File: src/pwm_timer_defines.vh
/*
 Constants for the dual 12-bit autoreload PWM timer: register offsets,
 field positions, reset values and counter constants.
 Assumes inclusion by bare name from the timer design files.
*/
`ifndef PWM_TIMER_DEFINES_VH
`define PWM_TIMER_DEFINES_VH

// ==========================================================
// Register word offsets (byte address = 4 x index)
// ==========================================================
`define REG_CTRL       4'h0
`define REG_CTRL2      4'h1
`define REG_RELOAD1    4'h2
`define REG_RELOAD2    4'h3
`define REG_DUTY0      4'h4
`define REG_DUTY1      4'h5
`define REG_DUTY2      4'h6
`define REG_DUTY3      4'h7
`define REG_OUTCTRL    4'h8
`define REG_CHCTRL     4'h9
`define REG_BRKCTRL    4'hA
`define REG_BRKSCOPE   4'hB
`define REG_DEADTIME   4'hC
`define REG_CAPTURE    4'hD
`define REG_COUNTERS   4'hE

// ==========================================================
// Field positions
// ==========================================================
`define CTRL_CAP_FLAG  6
`define CTRL_CAP_IE    5
`define CTRL_CK_HI     4
`define CTRL_CK_LO     3
`define CTRL_OVF1      2
`define CTRL_CMP_IE    0
`define CTRL2_ENC2     0
`define CTRL2_TRAN1    1
`define CTRL2_TRAN2    2
`define CTRL2_FORCE_OVERFLOW_ONE   3
`define CTRL2_FORCE_OVERFLOW_TWO   4
`define CTRL2_CAPSRC   5
`define CTRL2_OVERFLOW_FLAG_TWO     6
`define BRK_LEVEL      6
`define BRK_ACTIVE     5
`define BRK_PIN_EN     4
`define DT_ENABLE      7

// ==========================================================
// Values
// ==========================================================
`define CNT_MAX        12'hFFF
`define CNT_ZERO       12'h000
`define CK_LITE        2'h1
`define CK_CPU         2'h2
`define BUS_DEFAULT    32'h0000_0000

`endif

File: src/sync3.v
/*
 Three-stage synchroniser with agreement filter for one pin.
 Assumes the pin is asynchronous to clk.
*/
`timescale 1ns/1ps
`include "pwm_timer_defines.vh"
module sync3 (
   input  wire clk,
   input  wire arst_n,
   input  wire pin,
   output reg  level_q
);
   reg s1_q;
   reg s2_q;
   reg s3_q;
   always @(posedge clk or negedge arst_n) begin
      if (!arst_n) begin
         s1_q    <= 1'b0;
         s2_q    <= 1'b0;
         s3_q    <= 1'b0;
         level_q <= 1'b0;
      end else begin
         s1_q <= pin;
         s2_q <= s1_q;
         s3_q <= s2_q;
         if (s2_q == s3_q) begin
            level_q <= s3_q;
         end
      end
   end
endmodule

File: src/dead_time_gen.v
/*
 Dead-time pair generator for outputs 0 and 1.
 Assumes one-cycle rise/fall strobes of the raw channel-0 waveform.
*/
`timescale 1ns/1ps
`include "pwm_timer_defines.vh"
module dead_time_gen (
   input  wire       clk,
   input  wire       arst_n,
   input  wire       hold,
   input  wire       rise,
   input  wire       fall,
   input  wire [6:0] count,
   output reg        out0_q,
   output reg        out1_q
);
   reg [6:0] delay_q;
   reg       pend_rise_q;
   always @(posedge clk or negedge arst_n) begin
      if (!arst_n) begin
         delay_q     <= 7'h00;
         pend_rise_q <= 1'b0;
         out0_q      <= 1'b0;
         out1_q      <= 1'b0;
      end else if (hold) begin
         delay_q     <= 7'h00;
         pend_rise_q <= 1'b0;
         out0_q      <= 1'b0;
         out1_q      <= 1'b0;
      end else if (fall) begin
         out0_q      <= 1'b0;
         delay_q     <= count;
         pend_rise_q <= 1'b0;
      end else if (rise) begin
         out1_q      <= 1'b0;
         delay_q     <= count;
         pend_rise_q <= 1'b1;
      end else if (delay_q != 7'h00) begin
         delay_q <= delay_q - 7'h01;
         if (delay_q == 7'h01) begin
            if (pend_rise_q) begin
               out0_q <= 1'b1;
            end else begin
               out1_q <= 1'b1;
            end
         end
      end
   end
endmodule

File: src/pwm_timer.v
/*
 Dual 12-bit autoreload PWM timer: dead time, break, compare, capture,
 one-pulse mode and forced overflow, with an Avalon-MM slave.
 Assumes a single 100 MHz clock; pins are asynchronous.
*/
// Design decisions made here: the Avalon-MM slave port and the register offsets.
`timescale 1ns/1ps
`include "pwm_timer_defines.vh"
module pwm_timer (
   input  wire        ref_clk,
   input  wire        arst_n,
   input  wire [5:0]  avs_address,
   input  wire        avs_read,
   input  wire        avs_write,
   input  wire [31:0] avs_writedata,
   input  wire [3:0]  avs_byteenable,
   output reg  [31:0] avs_readdata,
   output reg         avs_waitrequest,
   input  wire        break_pin,
   input  wire        timer_capture_input,
   input  wire        lite_trigger_input,
   input  wire        lite_tick,
   output reg  [3:0]  pwm_out_q,
   output reg  [3:0]  pwm_oe_q,
   output reg         irq_q
);
   // ==========================================================
   // Helpers
   // ==========================================================
   function [11:0] wr12;
      input [11:0] old;
      input [31:0] d;
      input [3:0]  be;
      begin
         wr12 = {be[1] ? d[11:8] : old[11:8], be[0] ? d[7:0] : old[7:0]};
      end
   endfunction

   function hit;
      input [11:0] cnt;
      input [11:0] duty;
      begin
         hit = (duty != `CNT_ZERO) && (cnt == duty);
      end
   endfunction

   // ==========================================================
   // Pin synchronisers
   // ==========================================================
   wire brk_s;
   wire cap_s;
   wire lite_s;
   wire tick_s;
   sync3 u_sb (.clk(ref_clk), .arst_n(arst_n), .pin(break_pin),           .level_q(brk_s));
   sync3 u_sc (.clk(ref_clk), .arst_n(arst_n), .pin(timer_capture_input), .level_q(cap_s));
   sync3 u_sl (.clk(ref_clk), .arst_n(arst_n), .pin(lite_trigger_input),  .level_q(lite_s));
   sync3 u_st (.clk(ref_clk), .arst_n(arst_n), .pin(lite_tick),           .level_q(tick_s));

   // ==========================================================
   // Registers
   // ==========================================================
   reg        cap_flag_q, cap_ie_q, ovf1_q, ovf1_ie_q, cmp_ie_q;
   reg [1:0]  ck_sel_q;
   reg        enc2_q, tran1_q, tran2_q, force_overflow_one_q, force_overflow_two_q, cap_src_q, overflow_flag_two_q;
   reg [11:0] reload1_q, reload2_q, cnt1_q, cnt2_q, capture_q;
   reg [11:0] pre_q [0:3];
   reg [11:0] act_q [0:3];
   reg [3:0]  output_enable_q, pol_pre_q, pol_act_q, cmp_flag_q;
   reg        one_pulse_enable_q, op_edge_q;
   reg        brk_level_q, brk_active_q, brk_pin_en_q;
   reg [3:0]  brk_pattern_q;
   reg        brk_en1_q, brk_en2_q;
   reg [7:0]  dt_pre_q, dt_act_q;
   reg        cap_prev_q, lite_prev_q, tick_prev_q;
   reg        armed_q;
   reg [3:0]  wave_q;
   reg        wave0_prev_q;
   integer    i;
   integer    k;

   // ==========================================================
   // Bus decode
   // ==========================================================
   wire [3:0] idx   = avs_address[5:2];
   wire       acc   = (avs_read || avs_write) && avs_waitrequest;
   wire       wr    = acc && avs_write;
   wire       rd    = acc && avs_read;

   // ==========================================================
   // Counter clocking and events
   // ==========================================================
   wire tick    = (ck_sel_q == `CK_CPU) || ((ck_sel_q == `CK_LITE) && tick_s && !tick_prev_q);
   wire brk_lvl = brk_pin_en_q && (brk_s == brk_level_q);
   wire brk_on  = brk_active_q || brk_lvl;
   wire brk_c1  = brk_on && brk_en1_q;
   wire brk_c2  = brk_on && (enc2_q ? brk_en2_q : brk_en1_q);
   wire op_mode = one_pulse_enable_q && enc2_q;
   wire l_edge  = op_edge_q ? (lite_s && !lite_prev_q) : (!lite_s && lite_prev_q);
   wire trig    = op_mode && l_edge && armed_q;
   wire [11:0] c2eff = enc2_q ? cnt2_q : cnt1_q;
   wire ovf1 = tick && (cnt1_q == `CNT_MAX) && !brk_c1;
   wire overflow_flag_two = enc2_q && tick && (cnt2_q == `CNT_MAX) && !brk_c2;
   wire op_wrap = op_mode && tick && (cnt2_q == reload2_q) && !brk_c2;
   wire ovf_b = enc2_q ? (overflow_flag_two || trig || op_wrap) : ovf1;
   wire cap_src = (ck_sel_q == `CK_LITE && cap_src_q) ? lite_s : cap_s;
   wire cap_ev  = (cap_src != cap_prev_q) && !cap_flag_q;

   // ==========================================================
   // Sequential core
   // ==========================================================
   always @(posedge ref_clk or negedge arst_n) begin
      if (!arst_n) begin
         cap_flag_q <= 1'b0; cap_ie_q <= 1'b0; ovf1_q <= 1'b0;
         ovf1_ie_q <= 1'b0; cmp_ie_q <= 1'b0; ck_sel_q <= 2'h0;
         enc2_q <= 1'b0; tran1_q <= 1'b0; tran2_q <= 1'b0;
         force_overflow_one_q <= 1'b0; force_overflow_two_q <= 1'b0; cap_src_q <= 1'b0; overflow_flag_two_q <= 1'b0;
         reload1_q <= `CNT_ZERO; reload2_q <= `CNT_ZERO;
         cnt1_q <= `CNT_ZERO; cnt2_q <= `CNT_ZERO; capture_q <= `CNT_ZERO;
         for (i = 0; i < 4; i = i + 1) begin
            pre_q[i] <= `CNT_ZERO;
            act_q[i] <= `CNT_ZERO;
         end
         output_enable_q <= 4'h0; pol_pre_q <= 4'h0; pol_act_q <= 4'h0;
         cmp_flag_q <= 4'h0; one_pulse_enable_q <= 1'b0; op_edge_q <= 1'b0;
         brk_level_q <= 1'b0; brk_active_q <= 1'b0; brk_pin_en_q <= 1'b0;
         brk_pattern_q <= 4'h0; brk_en1_q <= 1'b0; brk_en2_q <= 1'b0;
         dt_pre_q <= 8'h00; dt_act_q <= 8'h00;
         cap_prev_q <= 1'b0; lite_prev_q <= 1'b0;
         tick_prev_q <= 1'b0; armed_q <= 1'b0; wave_q <= 4'h0;
         avs_readdata <= `BUS_DEFAULT; avs_waitrequest <= 1'b1;
      end else begin
         cap_prev_q  <= cap_src;
         lite_prev_q <= lite_s;
         tick_prev_q <= tick_s;
         avs_waitrequest <= !(avs_read || avs_write) || !avs_waitrequest;

         // Software writes first; hardware events below win over clears
         if (wr) begin
            case (idx)
               `REG_CTRL: if (avs_byteenable[0]) begin
                  cap_ie_q <= avs_writedata[`CTRL_CAP_IE];
                  ck_sel_q <= avs_writedata[`CTRL_CK_HI:`CTRL_CK_LO];
                  ovf1_ie_q <= avs_writedata[1];
                  cmp_ie_q <= avs_writedata[`CTRL_CMP_IE];
               end
               `REG_CTRL2: if (avs_byteenable[0]) begin
                  enc2_q    <= avs_writedata[`CTRL2_ENC2];
                  tran1_q   <= avs_writedata[`CTRL2_TRAN1];
                  tran2_q   <= avs_writedata[`CTRL2_TRAN2];
                  force_overflow_one_q  <= force_overflow_one_q | avs_writedata[`CTRL2_FORCE_OVERFLOW_ONE];
                  force_overflow_two_q  <= force_overflow_two_q | avs_writedata[`CTRL2_FORCE_OVERFLOW_TWO];
                  cap_src_q <= avs_writedata[`CTRL2_CAPSRC];
               end
               `REG_RELOAD1: reload1_q <= wr12(reload1_q, avs_writedata, avs_byteenable);
               `REG_RELOAD2: reload2_q <= wr12(reload2_q, avs_writedata, avs_byteenable);
               `REG_DUTY0, `REG_DUTY1, `REG_DUTY2, `REG_DUTY3:
                  pre_q[idx[1:0]] <= wr12(pre_q[idx[1:0]], avs_writedata, avs_byteenable);
               `REG_OUTCTRL: if (avs_byteenable[0]) output_enable_q <= avs_writedata[3:0];
               `REG_CHCTRL: if (avs_byteenable[0]) begin
                  pol_pre_q <= avs_writedata[3:0];
                  one_pulse_enable_q   <= avs_writedata[4];
                  op_edge_q <= avs_writedata[5];
               end
               `REG_BRKCTRL: if (avs_byteenable[0]) begin
                  brk_level_q   <= avs_writedata[`BRK_LEVEL];
                  brk_active_q  <= avs_writedata[`BRK_ACTIVE];
                  brk_pin_en_q  <= avs_writedata[`BRK_PIN_EN];
                  brk_pattern_q <= avs_writedata[3:0];
               end
               `REG_BRKSCOPE: if (avs_byteenable[0]) begin
                  brk_en1_q <= avs_writedata[0];
                  brk_en2_q <= avs_writedata[1];
               end
               `REG_DEADTIME: if (avs_byteenable[0]) dt_pre_q <= avs_writedata[7:0];
               default: ;
            endcase
         end

         if (rd) begin
            case (idx)
               `REG_CTRL: avs_readdata <= {25'h0, cap_flag_q, cap_ie_q, ck_sel_q,
                                           ovf1_q, ovf1_ie_q, cmp_ie_q};
               `REG_CTRL2: avs_readdata <= {25'h0, overflow_flag_two_q, cap_src_q, force_overflow_two_q,
                                            force_overflow_one_q, tran2_q, tran1_q, enc2_q};
               `REG_RELOAD1: avs_readdata <= {20'h0, reload1_q};
               `REG_RELOAD2: avs_readdata <= {20'h0, reload2_q};
               `REG_DUTY0, `REG_DUTY1, `REG_DUTY2, `REG_DUTY3:
                  avs_readdata <= {20'h0, pre_q[idx[1:0]]};
               `REG_OUTCTRL: avs_readdata <= {28'h0, output_enable_q};
               `REG_CHCTRL: avs_readdata <= {22'h0, op_edge_q, one_pulse_enable_q, cmp_flag_q, pol_pre_q};
               `REG_BRKCTRL: avs_readdata <= {25'h0, brk_level_q, brk_active_q,
                                              brk_pin_en_q, brk_pattern_q};
               `REG_BRKSCOPE: avs_readdata <= {30'h0, brk_en2_q, brk_en1_q};
               `REG_DEADTIME: avs_readdata <= {24'h0, dt_pre_q};
               `REG_CAPTURE: avs_readdata <= {20'h0, capture_q};
               `REG_COUNTERS: avs_readdata <= {4'h0, cnt2_q, 4'h0, cnt1_q};
               default: avs_readdata <= `BUS_DEFAULT;
            endcase
            if (idx == `REG_CTRL) ovf1_q <= 1'b0;
            if (idx == `REG_CTRL2) overflow_flag_two_q <= 1'b0;
            if (idx == `REG_CHCTRL) cmp_flag_q <= 4'h0;
            if (idx == `REG_CAPTURE) cap_flag_q <= 1'b0;
         end

         if (brk_lvl) brk_active_q <= 1'b1;

         // Counter 1
         if (brk_c1) begin
            cnt1_q <= `CNT_ZERO;
         end else if (force_overflow_one_q) begin
            cnt1_q   <= `CNT_MAX;
            force_overflow_one_q <= 1'b0;
         end else if (tick) begin
            cnt1_q <= ovf1 ? reload1_q : cnt1_q + 12'h001;
         end
         if (ovf1) begin
            ovf1_q   <= 1'b1;
            dt_act_q <= dt_pre_q;
            if (tran1_q) begin
               act_q[0] <= pre_q[0];
               act_q[1] <= pre_q[1];
               pol_act_q[1:0] <= pol_pre_q[1:0];
               if (!enc2_q) begin
                  act_q[2] <= pre_q[2];
                  act_q[3] <= pre_q[3];
                  pol_act_q[3:2] <= pol_pre_q[3:2];
               end
            end
         end

         // Counter 2 (channels 2 and 3), in priority order
         if (brk_c2) begin
            cnt2_q <= `CNT_ZERO;
         end else if (trig) begin
            cnt2_q <= `CNT_ZERO;
         end else if (force_overflow_two_q && enc2_q) begin
            cnt2_q   <= `CNT_MAX;
            force_overflow_two_q <= 1'b0;
         end else if (op_wrap) begin
            cnt2_q <= `CNT_ZERO;
         end else if (enc2_q && tick) begin
            cnt2_q <= overflow_flag_two ? (op_mode ? `CNT_ZERO : reload2_q) : cnt2_q + 12'h001;
         end
         if (enc2_q && (overflow_flag_two || trig || op_wrap)) overflow_flag_two_q <= 1'b1;
         if (enc2_q && ovf_b && tran2_q) begin
            act_q[2] <= pre_q[2];
            act_q[3] <= pre_q[3];
            pol_act_q[3:2] <= pol_pre_q[3:2];
         end

         if (trig) armed_q <= 1'b0;
         else if (hit(cnt2_q, act_q[3])) armed_q <= 1'b1;
         if (!op_mode) armed_q <= 1'b1;

         // Compare flags and raw waves
         for (i = 0; i < 4; i = i + 1) begin
            if (hit(i < 2 ? cnt1_q : c2eff, act_q[i])) begin
               cmp_flag_q[i] <= 1'b1;
               wave_q[i]     <= 1'b0;
            end
         end
         if (ovf1) wave_q[1:0] <= 2'h3;
         if (enc2_q ? ovf_b : ovf1) wave_q[3:2] <= 2'h3;

         // Capture
         if (cap_ev) begin
            capture_q  <= cnt1_q;
            cap_flag_q <= 1'b1;
         end

         if (brk_on) begin
            reload1_q <= `CNT_ZERO;
            reload2_q <= `CNT_ZERO;
            for (i = 0; i < 4; i = i + 1) begin
               pre_q[i] <= `CNT_ZERO;
               act_q[i] <= `CNT_ZERO;
            end
         end
      end
   end

   // ==========================================================
   // Dead time on outputs 0 and 1
   // ==========================================================
   wire dt_use  = dt_act_q[`DT_ENABLE] && (dt_act_q[6:0] != 7'h00);
   wire dt_hold = dt_act_q[`DT_ENABLE] && (dt_act_q[6:0] == 7'h00);
   wire dt0;
   wire dt1;
   always @(posedge ref_clk or negedge arst_n) begin
      if (!arst_n) wave0_prev_q <= 1'b0;
      else wave0_prev_q <= wave_q[0];
   end
   dead_time_gen u_dt (
      .clk    (ref_clk),
      .arst_n (arst_n),
      .hold   (!dt_use),
      .rise   (wave_q[0] && !wave0_prev_q),
      .fall   (!wave_q[0] && wave0_prev_q),
      .count  (dt_act_q[6:0]),
      .out0_q (dt0),
      .out1_q (dt1)
   );

   // ==========================================================
   // Output stage
   // ==========================================================
   reg [3:0] raw;
   reg [3:0] gated;
   always @* begin
      raw = wave_q;
      if (dt_use) raw[1:0] = {dt1, dt0};
      raw = raw ^ pol_act_q;
      if (dt_hold) raw[1:0] = 2'h0;
      gated = raw;
      for (k = 0; k < 4; k = k + 1) begin
         if ((k < 2 ? brk_c1 : brk_c2) && output_enable_q[k])
            gated[k] = brk_pattern_q[k];
      end
   end

   always @(posedge ref_clk or negedge arst_n) begin
      if (!arst_n) begin
         pwm_out_q <= 4'h0;
         pwm_oe_q  <= 4'h0;
         irq_q     <= 1'b0;
      end else begin
         pwm_out_q <= gated & output_enable_q;
         pwm_oe_q  <= output_enable_q;
         irq_q     <= (cmp_ie_q && (cmp_flag_q != 4'h0))
                    || (cap_ie_q && cap_flag_q)
                    || (ovf1_ie_q && ovf1_q);
      end
   end
endmodule

File: config.mk
export PLATFORM = sky130hd
export DESIGN_NAME = pwm_timer
export DESIGN_NICKNAME = d
export VERILOG_FILES = /design/src/sync3.v /design/src/dead_time_gen.v /design/src/pwm_timer.v
export VERILOG_INCLUDE_DIRS = /design/src
export SDC_FILE = /design/constraint.sdc
export NUM_CORES = 1
export LEC_CHECK = 0
export BUFFER_PORTS_ARGS = -buffer_cell sky130_fd_sc_hd__buf_2
export CAP_MARGIN = 30
export CORE_UTILIZATION = 44
export DETAILED_ROUTE_END_ITERATION = 12
export PLACE_DENSITY_LB_ADDON = 0.3
export SYNTH_ARGS = -nofsm -noshare
export SYNTH_HDL_FRONTEND = slang
export SYNTH_SLANG_ARGS = --single-unit
File: constraint.sdc
create_clock -name ref_clk -period 2.32 [get_ports ref_clk]
set_input_delay 0.116 -clock ref_clk [delete_from_list [all_inputs] [get_ports ref_clk]]
set_output_delay 0.116 -clock ref_clk [all_outputs]
set_load 0.005 [all_outputs]
# ---- Word level (Yosys, flattened, before mapping)
# Index checks and enable logic that the tools add are counted.
dict set report word_totals {
  register_bits 290
  inputBits 50
  out_inout_bits 42
  word_cells 377
}
dict set report classes {
  add_sub_neg 3
  magnitude_cmp 2
  eq_ne 44
  mux 110
  bitwise 5
  reduce_logical 133
}
# cell n
set ops {}
lappend ops {{$pmux 28 s12} 1}
lappend ops {{$mux 48} 6}
lappend ops {{$mux 12} 21}
lappend ops {{$eq 12x12->1} 6}
lappend ops {{$reduce_bool 2->1} 31}
lappend ops {{$mux 1} 59}
lappend ops {{$bwmux 48} 1}
lappend ops {{$mux 24} 2}
lappend ops {{$reduce_bool 12->1} 4}
lappend ops {{$logic_and 1x1->1} 44}
lappend ops {{$reduce_and 3->1} 14}
lappend ops {{$eq 4x4->1 const B} 7}
lappend ops {{$mux 7} 4}
lappend ops {{$add 12x1->12 const B} 2}
lappend ops {{$bmux 12 s2} 1}
lappend ops {{$demux 12 s2} 1}
lappend ops {{$eq 12x12->1 const B} 2}
lappend ops {{$mux 4} 6}
lappend ops {{$ne 3x1->1 const B} 8}
lappend ops {{$reduce_and 2->1} 10}
lappend ops {{$eq 4x3->1 const B} 4}
lappend ops {{$mux 8} 2}
lappend ops {{$reduce_bool 7->1} 2}
lappend ops {{$mux 2} 6}
lappend ops {{other kinds (28)} 53}

# ---- Longest topological paths before layout
dict set report depth {
  word_depth 14
  mapped_depth 9
  ltp_nobuf 8
}

# ---- Modules after synthesis
# Synthesis repeated with hierarchy kept, for this count alone.
dict set report hier_totals {
  cells_unflattened 1320
  area_unflattened_um2 13939.6
}
# module n_inst cells_per_inst area_each_um2
set by_module_without_submodules {}
lappend by_module_without_submodules {pwm_timer 1 1231 12903.6}
lappend by_module_without_submodules {dead_time_gen 1 69 590.6}
lappend by_module_without_submodules {sync3 4 5 111.4}

# ---- Worst setup path after synthesis
# Ideal clock, no wire load.
dict set report synth_path {
  kind {register to register}
  start {reg cnt2_q[9]}
  end {reg pol_act_q[2]}
  t_arrival_ns 1.991
  path_slack_ns 0.204
  stages_incl_launch_ff 8
  n_path_buf 1
  path_cell_list {dfrtp_1 -> clkbuf_1 -> xnor2_1 -> nand4_1 -> nor4_1 -> o221ai_1 -> nand2_4 -> mux2_2}
}
dict set report synth_between {
  elab_chain_len 10
}
# element line_no
set synth_rtl {}
lappend synth_rtl {{start, declared} pwm_timer.v:65} ;# reg [11:0] reload1_q, reload2_q, cnt1_q, cnt2_q, capture_q;
lappend synth_rtl {{start signal, assigned} pwm_timer.v:118} ;# cnt1_q <= `CNT_ZERO; cnt2_q <= `CNT_ZERO; capture_q <= `CNT_ZERO;
lappend synth_rtl {{start signal, assigned} pwm_timer.v:233} ;# cnt2_q <= `CNT_ZERO;
lappend synth_rtl {{start signal, assigned} pwm_timer.v:235} ;# cnt2_q <= `CNT_ZERO;
lappend synth_rtl {{$eq 12x12->1 (no source line)} --}
lappend synth_rtl {{$logic_and 1x1->1 (2 in a row)} pwm_timer.v:102} ;# wire overflow_flag_two = enc2_q && tick && (cnt2_q == `CNT_MAX) && !brk_c2;
lappend synth_rtl {{$logic_or 1x1->1} pwm_timer.v:104} ;# wire ovf_b = enc2_q ? (overflow_flag_two || trig || op_wrap) : ovf1;
lappend synth_rtl {{$logic_or 1x1->1 (*)} pwm_timer.v:104}
lappend synth_rtl {{$mux 1 (*)} pwm_timer.v:104}
lappend synth_rtl {{$logic_and 1x1->1 (*) (2 in a row)} pwm_timer.v:245} ;# if (enc2_q && ovf_b && tran2_q) begin
lappend synth_rtl {{$ne 2x1->1 (no source line) or $reduce_bool 2->1 (tied branches)} --}
lappend synth_rtl {{$reduce_and 3->1 (no source line)} --}
lappend synth_rtl {{end signal, assigned} pwm_timer.v:226} ;# pol_act_q[3:2] <= pol_pre_q[3:2];
lappend synth_rtl {{end signal, assigned} pwm_timer.v:248} ;# pol_act_q[3:2] <= pol_pre_q[3:2];
lappend synth_rtl {{end, declared} pwm_timer.v:68} ;# reg [3:0] output_enable_q, pol_pre_q, pol_act_q, cmp_flag_q;
# Every way passes the cells marked *; elsewhere a longest branch is shown, timed or not.
# A chain may end at the register's enable or synchronous reset.

# ---- Worst setup path after layout
dict set report layout_path {
  start {reg tick_prev_q}
  end {reg dt_act_q[2]}
}
dict set report layout_between {
  elab_chain_len 5
}
# element line_no
set layout_rtl {}
lappend layout_rtl {{start, declared} pwm_timer.v:74} ;# reg cap_prev_q, lite_prev_q, tick_prev_q;
lappend layout_rtl {{start signal, assigned} pwm_timer.v:134} ;# tick_prev_q <= tick_s;
lappend layout_rtl {{$logic_not 1->1} pwm_timer.v:92} ;# wire tick = (ck_sel_q == `CK_CPU) || ((ck_sel_q == `CK_LITE) && tick_s && !tick_prev_q);
lappend layout_rtl {{$logic_and 1x1->1} pwm_timer.v:92}
lappend layout_rtl {{$logic_or 1x1->1} pwm_timer.v:92}
lappend layout_rtl {{$logic_and 1x1->1 (2 in a row)} pwm_timer.v:101} ;# wire ovf1 = tick && (cnt1_q == `CNT_MAX) && !brk_c1;
lappend layout_rtl {{end signal, assigned} pwm_timer.v:218} ;# dt_act_q <= dt_pre_q;
lappend layout_rtl {{end, declared} pwm_timer.v:73} ;# reg [7:0] dt_pre_q, dt_act_q;
# Every way passes these cells.

==> run_results.csv <==
group,metric,value,unit
outcome,status,"finished, final reports clean",
critical_path,reg2reg_from,"tick_prev_q$_DFF_PN0_",
logic_synthesis,synth_ff_type,"dfrtp_1",
finish,layout_common_cells,"dfrtp_1, nand2_1, buf_4",
routing,antenna_left,0,
finish,postLayoutCoreUtil,53.4,%
finish,fillCellCount,2790,
routing,drt_iter0_markers,1182,
critical_path,cp_max_fo,13,
critical_path,end_kind,"flip-flop",
logic_synthesis,netlist_top_cells_area,"dfrtp_1, nand2_1, mux2_2",
die,die-area,32700,µm²
placement,dpl.cell_count,1858,
clock_tree,cts_buffers,31,
finish,syn_to_final_growth,19.6,%
global_routing,grt_pass1_vias,11500,
power,power_density,807,nW/µm²
critical_path,worstPathArrival,2.73,ns
logic_synthesis,ys_ff_latch,282,
global_routing,grt_start_max_net_pins,70,
clock_tree,cts-root-buf,"clkbuf_16",
die,die_x,181,µm
placement,dp_hpwl,33.1,mm
logic_synthesis,ys_seq_area_share,50.2,%
logic_synthesis,synth_edf_count,0,
placement,dp_slack,0.0433,ns
routing,via_count,11500,
sta,hold_viol,0,
critical_path,crit_type,"flip-flop to flip-flop",
global_routing,grt_pass1_wl,69.9,mm
finish,fin_area,16800,µm²
clock_tree,cts_tree,"done",
placement,port_buffers,59,
logic_synthesis,async_reset_ff_share,100,%
logic_synthesis,synth_cells,1354,
clock_tree,insertion_delay,0.57,ns
clock_tree,clkSinkCount,282,
routing,drt_wl_total,45.4,mm
die,die_height,181,µm
routing,viasPerCell,5.96,
sta,finalSetupViolations,0,
clock_tree,cts_buffer_depth,3,
finish,nets,1564,
logic_synthesis,synth_area_leader_cell,"dfrtp_1",
sta,slew_headroom,36.3,%
die,start_util,44.7,%
logic_synthesis,ys_warn_count,0,
flow_run,drv_cap,0,
clock_tree,clk_pin_slew,0.06,ns
logic_synthesis,synth_top_area_share,50.0,%
sta,finalMaxSlewViolations,0,
finish,layout_commonest_cell,"dfrtp_1",
finish,final_cells,1933,
logic_synthesis,ys_types,74,
power,power_leakage,0.00756,µW
placement,gp_congestion,0.989,
routing,drc,0,
sta,period_needed,2.28,ns
sta,tightestPinTransition,0.952,ns
routing,drtPass1Iterations,8,
logic_synthesis,syn_area,14100,µm²
global_routing,antenna_found_initial,1,
worst_hold_path,min_path_type,"input port to asynchronous set/reset pin",
critical_path,rrSetupSlack,0.04,ns
placement,placed_area,15600,µm²
die,rows,65,
critical_path,startpoint_type,"flip-flop",
sta,finalClockSkew,0.0244,ns
sta,worst_hold_slack,0.117,ns
finish,multi_input_area,6560,µm²
critical_path,worstPathRequired,2.77,ns
clock_tree,h-tree-depth,1,
die,io_pins,92,
critical_path,r2r_end,"dt_act_q[2]$_DFFE_PN0N_",
logic_synthesis,avgSynthCellArea,10.4,µm²
global_routing,grt_overflow,0,
die,coreArea,31500,µm²
critical_path,r2r_cells,5,
finish,drive_above_1_share,22.9,%
sta,layout_setup_ws,0.0394,ns
power,peakVddDrop,0.000603,V
routing,wl_per_cell,23.5,µm
global_routing,track_usage,28.1,%
sta,fmax,0.438,GHz
finish,seq_area,7060,µm²
sta,period_share,98.3,%
[what timing repair did]
action | 4_1_cts | 5_1_grt
setup endpoints to repair | 1 | 51
setup buffers | 0 | 0
resized for setup | 1 | 7
pin swaps | 0 | 1
hold endpoints to repair | 140 | 0
hold buffers | 19 | 0
[worst max path at each step]
stage,startpoint,end,slack [ns],cells after the start
finish,tick_prev_q$_DFF_PN0_,dt_act_q[2]$_DFFE_PN0N_,0.04,5
global placement,brk_level_q$_DFFE_PN0P_,reload2_q[6]$_DFFE_PN0P_,0.06,5
detailed placement,brk_level_q$_DFFE_PN0P_,pre_q[31]$_DFFE_PN0P_,0.04,5
global route,tick_prev_q$_DFF_PN0_,cnt1_q[9]$_DFFE_PN0P_,-0.1,6
floorplan,cnt2_q[9]$_DFFE_PN0P_,pol_act_q[2]$_DFFE_PN0P_,0.20,7
CTS,brk_level_q$_DFFE_PN0P_,reload2_q[7]$_DFFE_PN0P_,0.01,5
[cell families (layout without fill, tap and decap cells)]
| logic type | Yosys count | after routing | synth area share, % |
|---|---|---|---|
| adder cells (fa/ha/maj) | 10 | 10 | 0.818 |
| other | 1 | 9 | 0.0267 |
| flip-flops | 282 | 282 | 50.2 |
| XOR/XNOR | 88 | 88 | 5.48 |
| AND/OR/NAND/NOR | 436 | 436 | 14.1 |
| multiplexers | 132 | 132 | 11.2 |
| buffers and inverters | 114 | 283 | 3.68 |
| AO/OA/AOI/OAI | 291 | 291 | 14.5 |
[synth_stat cells, types with 4 or more instances]
library cell  instances
a2111oi_0             6
nand4_1              15
and3_1               11
a32oi_1               5
a22o_1               56
ha_1                  6
a221oi_1              7
dfrtp_1             281
o211a_1               5
xor2_1               28
o31ai_1               4
o221ai_1              4
xnor2_1              60
o21ai_0              64
or2_2                 4
buf_4                12
a211oi_1             13
mux2i_1              46
maj3_1                4
nand3_1              13
a21oi_1              61
mux4_2               13
o22ai_1               4
buf_2                24
inv_1                16
nand2b_1              7
a22oi_1              21
nor4_1               23
nor2_1               52
clkbuf_1             57
nand3b_1              4
mux2_2               73
and2_1                5
nor3_1               26
a31oi_1               6
a221o_1               7
nand2_1             248
nor2b_1              10
[metal layers]
| metal | global-route usage (%) | vias up | wire length, µm |
|---|---|---|---|
| met4 | 10.8 | 0 | 1900 |
| met1 | 38.7 | 5774 | 19500 |
| met3 | 4.29 | 100 | 3030 |
| li1 | - | 5157 | - |
| met2 | 44.8 | 499 | 21000 |
| met5 | 0 | - | 0 |
[final cells by class]
type                    instances  share of cell area (%)
diodes                          1                  0.0149
clock buffers                  43                    5.24
clock inverters                12                   0.870
inverters                      16                   0.357
multi-input cells             965                    39.0
flip-flops and latches        282                    42.0
well taps                     402                    2.99
repair buffers                212                    9.59
[sequential cells by signal, indices dropped and copies added, names as in the netlist, 7 cells and up]
name          cells
act_q            48
pre_q            48
avs_readdata     24
capture_q        12
cnt1_q           12
cnt2_q           12
reload1_q        12
reload2_q        12
dt_act_q          8
dt_pre_q          8
u_dt.delay_q      7
[stage by stage]
| stage | TNS [ns] | power, µW |
|---|---|---|
| after global placement | 0 | 8510 |
| after detailed placement | 0 | 8570 |
| after global routing | -1.34 | 14100 |
| after floorplan | 0 | 7240 |
| final | 0 | 13600 |
| after CTS | 0 | 13600 |
[where the power goes]
group          switching (µW)  internal (µW)  leakage (µW)
Combinational            1690           1090       0.00325
Sequential                461           5360       0.00382
Clock                    2020           2970      0.000499
Total                    4170           9410       0.00756
[critical path: stages (launching register included)]
cell	delay [ns]
dfrtp_1	0.41
nand4bb_1	0.31
a2111oi_1	0.51
o2111a_2	0.34
buf_4	0.23
mux2_2	0.36
(Power assumes the default switching activity.)
